===== src/core/scd_params.svh =====
// Offsets, field positions, reset values and rates for the sample clock path
`ifndef SCD_PARAMS_SVH
`define SCD_PARAMS_SVH
`define SCD_ADDR_W           13
`define SCD_OFS_CLOCK_SYNC   13'h100
`define SCD_OFS_CLOCK_DIVIDE 13'h00B
`define SCD_OFS_DUTY_CTRL    13'h009
`define SCD_BIT_SYNC_EN      1
`define SCD_BIT_SYNC_ONCE    2
`define SCD_BIT_DCS_EN       0
`define SCD_RST_CLOCK_SYNC   8'h00
`define SCD_RST_CLOCK_DIVIDE 8'h00
`define SCD_RST_DUTY_CTRL    8'h01
`define SCD_CLK_HZ           10000000
`define SCD_DCS_MIN_HZ       20000000
`endif


===== src/core/scd_pkg.sv =====
// Types shared by the sample clock divider
package scd_pkg;
	typedef logic [2:0] scd_ratio_t;
	typedef logic [7:0] scd_byte_t;
endpackage


===== src/core/scd_clock_divider.sv =====
// Sample clock divider with strobe realignment and duty cycle stabilizer
// Overview of operation
// - Input clock divided by a programmable integer ratio from one to eight.
// - Bits one and two of clock_sync_control pick every-strobe or first-strobe.
// - A valid alignment strobe returns the divider counter to its start.
// - Stabilizer on gives the internal clock a nominal half-period duty cycle.
// - Stabilizer treated as non-functional below about twenty megahertz.
// - Alignment strobe passes a synchroniser on the input clock before use.
// - Sampling instant stays on the rising edge of the internal clock.
`timescale 1ns/1ps
`default_nettype none
`include "scd_params.svh"
module scd_clock_divider #(
	parameter int IN_CLK_HZ = `SCD_CLK_HZ
) (
	input  wire logic                    clk_i,
	input  wire logic                    sys_rst_i,
	input  wire logic                    sync_i,
	input  wire logic                    reg_wr_i,
	input  wire logic [`SCD_ADDR_W-1:0]  reg_addr_i,
	input  wire scd_pkg::scd_byte_t      reg_wdata_i,
	output logic      [7:0]              reg_rdata_o,
	output logic                         sample_o,
	output logic                         div_clk_o,
	output logic                         dcs_active_o
);
	// Stabilizer loop cannot lock at slow input rates
	localparam bit DCS_USABLE = (IN_CLK_HZ >= `SCD_DCS_MIN_HZ);

	scd_pkg::scd_byte_t  clock_sync;
	scd_pkg::scd_byte_t  clock_divide;
	scd_pkg::scd_byte_t  duty_ctrl;
	scd_pkg::scd_ratio_t ratio_m1;
	scd_pkg::scd_ratio_t cnt;
	scd_pkg::scd_ratio_t next_cnt;
	scd_pkg::scd_ratio_t half;
	logic                s1, s2, s3;
	logic                sync_lvl;
	logic                sync_edge;
	logic                armed;
	logic                sync_valid;
	logic                wr_sync;
	logic                dcs_on;
	logic                sync_en;
	logic                sync_once;

	assign ratio_m1  = clock_divide[2:0];
	assign sync_en   = clock_sync[`SCD_BIT_SYNC_EN];
	assign sync_once = clock_sync[`SCD_BIT_SYNC_ONCE];
	assign wr_sync   = reg_wr_i && (reg_addr_i == `SCD_OFS_CLOCK_SYNC);
	assign dcs_on    = duty_ctrl[`SCD_BIT_DCS_EN] && DCS_USABLE;
	// Strobe accepted every time, or once per register write
	assign sync_valid = sync_edge && sync_en && (!sync_once || armed);

	always_ff @(posedge clk_i or posedge sys_rst_i) begin
		if (sys_rst_i) begin
			clock_sync   <= `SCD_RST_CLOCK_SYNC;
			clock_divide <= `SCD_RST_CLOCK_DIVIDE;
			duty_ctrl    <= `SCD_RST_DUTY_CTRL;
		end else if (reg_wr_i) begin
			if (reg_addr_i == `SCD_OFS_CLOCK_SYNC)
				clock_sync <= reg_wdata_i;
			if (reg_addr_i == `SCD_OFS_CLOCK_DIVIDE)
				clock_divide <= reg_wdata_i;
			if (reg_addr_i == `SCD_OFS_DUTY_CTRL)
				duty_ctrl <= reg_wdata_i;
		end
	end

	always_ff @(posedge clk_i or posedge sys_rst_i) begin
		if (sys_rst_i) begin
			reg_rdata_o <= 8'h00;
		end else begin
			unique case (reg_addr_i)
				`SCD_OFS_CLOCK_SYNC:   reg_rdata_o <= clock_sync;
				`SCD_OFS_CLOCK_DIVIDE: reg_rdata_o <= {5'h00, ratio_m1};
				`SCD_OFS_DUTY_CTRL:    reg_rdata_o <= {7'h00, dcs_on};
				default:               reg_rdata_o <= 8'h00;
			endcase
		end
	end

	// Three-stage synchroniser; s1 feeds only s2
	always_ff @(posedge clk_i or posedge sys_rst_i) begin
		if (sys_rst_i) begin
			s1 <= 1'b0;
			s2 <= 1'b0;
			s3 <= 1'b0;
		end else begin
			s1 <= sync_i;
			s2 <= s1;
			s3 <= s2;
		end
	end

	// Level accepted only once two stages agree
	always_ff @(posedge clk_i or posedge sys_rst_i) begin
		if (sys_rst_i) begin
			sync_lvl  <= 1'b0;
			sync_edge <= 1'b0;
		end else begin
			sync_edge <= (s2 == s3) && s2 && !sync_lvl;
			if (s2 == s3)
				sync_lvl <= s2;
		end
	end

	// A write re-arms and wins over a strobe in the same cycle
	always_ff @(posedge clk_i or posedge sys_rst_i) begin
		if (sys_rst_i)
			armed <= 1'b0;
		else if (wr_sync)
			armed <= 1'b1;
		else if (sync_valid && sync_once)
			armed <= 1'b0;
	end

	always_comb begin
		if (sync_valid)
			next_cnt = 3'h0;
		else if (cnt >= ratio_m1)
			next_cnt = 3'h0;
		else
			next_cnt = cnt + 3'h1;
	end

	// High phase of ceil(N/2) cycles; N = ratio_m1 + 1
	assign half = 3'((4'(ratio_m1) + 4'h2) >> 1);

	always_ff @(posedge clk_i or posedge sys_rst_i) begin
		if (sys_rst_i) begin
			cnt          <= 3'h0;
			sample_o     <= 1'b0;
			div_clk_o    <= 1'b0;
			dcs_active_o <= 1'b0;
		end else begin
			cnt          <= next_cnt;
			sample_o     <= (next_cnt == 3'h0);
			dcs_active_o <= dcs_on;
			// Without the loop, only the sampling edge is regenerated
			if (dcs_on)
				div_clk_o <= (next_cnt < half);
			else
				div_clk_o <= (next_cnt == 3'h0);
		end
	end
endmodule
`default_nettype wire


===== config.mk =====
export PLATFORM = sky130hd
export DESIGN_NAME = scd_clock_divider
export DESIGN_NICKNAME = d
export VERILOG_FILES = /design/src/core/scd_pkg.sv /design/src/core/scd_clock_divider.sv
export VERILOG_INCLUDE_DIRS = /design/src /design/src/core
export SDC_FILE = /design/constraint.sdc
export NUM_CORES = 1
export LEC_CHECK = 0
export BUFFER_PORTS_ARGS = -buffer_cell sky130_fd_sc_hd__buf_2
export CAP_MARGIN = 20
export CORE_MARGIN = 3
export CORE_UTILIZATION = 40
export DETAILED_ROUTE_END_ITERATION = 10
export HOLD_SLACK_MARGIN = 0.15
export PLACE_DENSITY_LB_ADDON = 0.1
export SLEW_MARGIN = 20
export SYNTH_ARGS = -nofsm -noshare
export SYNTH_HDL_FRONTEND = slang
export SYNTH_SLANG_ARGS = --single-unit

===== constraint.sdc =====
create_clock -name clk_i -period 2.75 [get_ports clk_i]
set_input_delay 0.275 -clock clk_i [delete_from_list [all_inputs] [get_ports clk_i]]
set_output_delay 0.275 -clock clk_i [all_outputs]
set_load 0.1 [all_outputs]

==> out/qor.csv <==
stage;metric;value;unit
cts;# Post-CTS Setup Buffers;0;
worst_hold_path;hold endpoint;clock_sync[5];
run;Max Cap Viol;0;
cts;CTS resizes;0;
cells_and_area;Layout area overhead;21.39;%
synth;Syn. warnings;0;
cts;cts bufs inserted;5;
worst_setup_path;FF-to-FF setup slack;1.24;ns
timing;min Tclk post-route;1.506;ns
cells_and_area;final core utilization;52.76;%
worst_setup_path;Worst Path Class, Setup;register to register;
detailed_routing;Post-Route WL;2120;um
cts;CTS tree;yes;
worst_setup_path;R2R depth;5;
timing;period utilization;54.77;%
placed_design;routability cong.;0.7398;
cells_and_area;layout cells sized above 1;45.80;%
worst_setup_path;Worst R2R Start;cnt[0];
synth;post-synthesis sequential area ratio;58.53;%
detailed_routing;first-pass detailed-route iteration total;4;
cts;Max clock buf depth;2;
cts;Clk Latency, worst-skew pair;0.32;ns
worst_setup_path;CP required;2.96;ns
worst_hold_path;hold_sp;reg_wdata_i[5];
worst_setup_path;worst path cell trace;inv_1 -> ha_1 -> nand2b_1 -> a21o_1 -> a221o_1;
cts;CTS root buf;clkbuf_4;
worst_setup_path;Crit Path Max Fanout;4;
global_routing;grt total ovfl;0;
synth;Async SR Flop Fraction;100.0;%
timing;setup TNS;0;ns
detailed_routing;vias;799;
floorplanning;initial core utilization;43.46;%
worst_setup_path;crit path DAT;1.71;ns
cts;H-tree Lvls;2;
detailed_routing;remaining antenna violation count after routing;0;
pwr;PwrDens;481.1;nW/um^2
floorplanning;IO Count;36;
synth;register bit count reported by yosys;29;
worst_setup_path;Buf/Inv on CP;1;
global_routing;initial antenna violation count;0;
detailed_routing;DR iter-0 viols;8;
global_routing;vias in the first global route;817;
worst_hold_path;Hold Path Class;primary input to register;
detailed_routing;drt wl/cell;13.09;um
worst_setup_path;family with the most delay on the worst path;compound AO/OA/AOI/OAI gates;
placed_design;DP HPWL;1608;um
synth;synthesized cell area;1240;um^2
worst_setup_path;Worst path max stage delay;0.40;ns
cells_and_area;commonest non-fill, non-tap cell in the layout;buf_2;
cells_and_area;n_diodes;0;
worst_setup_path;RR Endpoint;div_clk_o;
synth;Mapped Cells;89;
worst_setup_path;CP max stage cell;dfrtp_1;
timing;hold_ws;0.1713;ns
outcome;outcome;complete, no violations;
timing;Worst Tran Pin Value;0.5837;ns
timing;max frequency;663.9;MHz
worst_setup_path;critical path endpoint category;register;
floorplanning;width of the die;61.68;um
timing;RSZ-0062 raised after global routing;false;
timing;Setup-failing EPs final;0;
synth;Synthesized Nets;119;
floorplanning;Die H;61.68;um
synth;average size of a mapped cell;13.93;um^2
timing;final hold viol count;0;
floorplanning;die area;3804;um^2
global_routing;Total GRT Usage;13.81;%
cts;Worst-path clk slew;0.10;ns
worst_hold_path;Hold Path Stages;2;
synth;count of cell types in the netlist;26;
cells_and_area;most frequent cells in the layout;buf_2 (34), dfrtp_1 (29), mux2_2 (12);
cells_and_area;fin nets;160;
cts;clk sink count;29;
placed_design;Port Buffer Count;34;
floorplanning;row count;19;
timing;slew margin rel.;61.03;%
worst_setup_path;critical path startpoint category;register;
detailed_routing;final routed DRC violation total;0;
detailed_routing;via-per-instance ratio;4.932;
synth;Post-synth top flop;dfrtp_1;
pwr;Max IR drop VDD;0.3137;mV
global_routing;largest net degree at the start of global routing;30;
global_routing;first-pass GRT wire length;3657;um
cts;hold_buf cts;1;
timing;skew final;0.01056;ns
cells_and_area;Fillers;255;
floorplanning;core area;2853;um^2
timing;Slew Limit Fails;0;
pwr;Leak;0.7687;nW
synth;Post-synth EDFFs;0;
==> state kept, by name, summed over array words and instances, names as in the netlist <==
signal        count
div_clk_o         1
s3                1
sync_edge         1
s1                1
s2                1
reg_rdata_o       8
cnt               3
armed             1
clock_divide      3
sync_lvl          1
clock_sync        8
==> layer usage <==
layer  GRT usage, %  part of all wire (%)  vias up
li1               -                     -      398
met5              0                     0        -
met1          16.67                    46      379
met2          21.97                    48       20
met3          6.289                   4.5        2
met4          4.545                   1.2        0
==> how the worst max path moves through the flow <==
stage                        from             to  slack [ns]  depth (start not counted)
finish                     cnt[0]      div_clk_o        1.24                          5
CTS                        cnt[0]      div_clk_o        1.23                          5
floorplan               div_clk_o       sample_o        1.15                          1
detailed placement  reg_addr_i[0]  clock_sync[7]        1.23                          4
global placement    reg_addr_i[0]  clock_sync[4]        1.23                          4
global route               cnt[0]      div_clk_o        1.16                          5
==> stage by stage <==
step / setup WS [ns] / cells / total power [W] / instance area [um^2]
global route: 1.156 / 162 / 0.0007621 / 1505
global placement: 1.234 / 152 / 0.0004917 / 1434
detailed placement: 1.230 / 152 / 0.0004930 / 1434
CTS: 1.227 / 161 / 0.0007372 / 1495
floorplan: 1.151 / 89 / 0.0004682 / 1240
finish: 1.244 / 162 / 0.0007241 / 1505
==> logic make-up (layout without fill, tap and decap cells) <==
group	after synthesis	count (layout)	share of synthesized area, %
DFF	29	29	58.53
and+or+nand+nor	25	25	16.04
muxes	12	12	10.90
AOI/OAI and AO/OA	9	9	5.752
buffers and inverters	7	49	2.724
adders and majority gates	5	5	5.045
other	1	1	0.3024
xor gates and xnor gates	1	1	0.7065
==> power breakdown <==
group | leakage [nW] | switching, W | internal, W
combinational | 0.352 | 0.0000296 | 0.0000213
clock | 0.0320 | 0.000141 | 0.0000971
sequential | 0.385 | 0.00000281 | 0.000432
total | 0.769 | 0.000174 | 0.000550
==> synth_stat cells, types with 2 or more instances <==
library cell	count	area [um^2]
a211oi_1	3	22.52
a22oi_1	3	22.52
and2_1	5	31.28
buf_4	2	15.01
dfrtp_1	29	725.7
ha_1	5	62.56
inv_1	5	18.77
mux2_2	12	135.1
nand2_1	2	7.510
nand2b_1	2	12.51
nand3_1	2	10.01
nor2_1	5	18.77
==> final cells by class <==
class                      count  area (um^2)  area share, %
clock buffer                   6        41.29          2.743
clock inverter                 2        10.01         0.6650
inverter                       5        18.77          1.247
multi-input combinational     53        480.5          31.92
tap                           31        38.79          2.577
sequential                    29        725.7          48.21
timing repair buffer          36        190.2          12.64
Power figures use the tool's default switching activity.
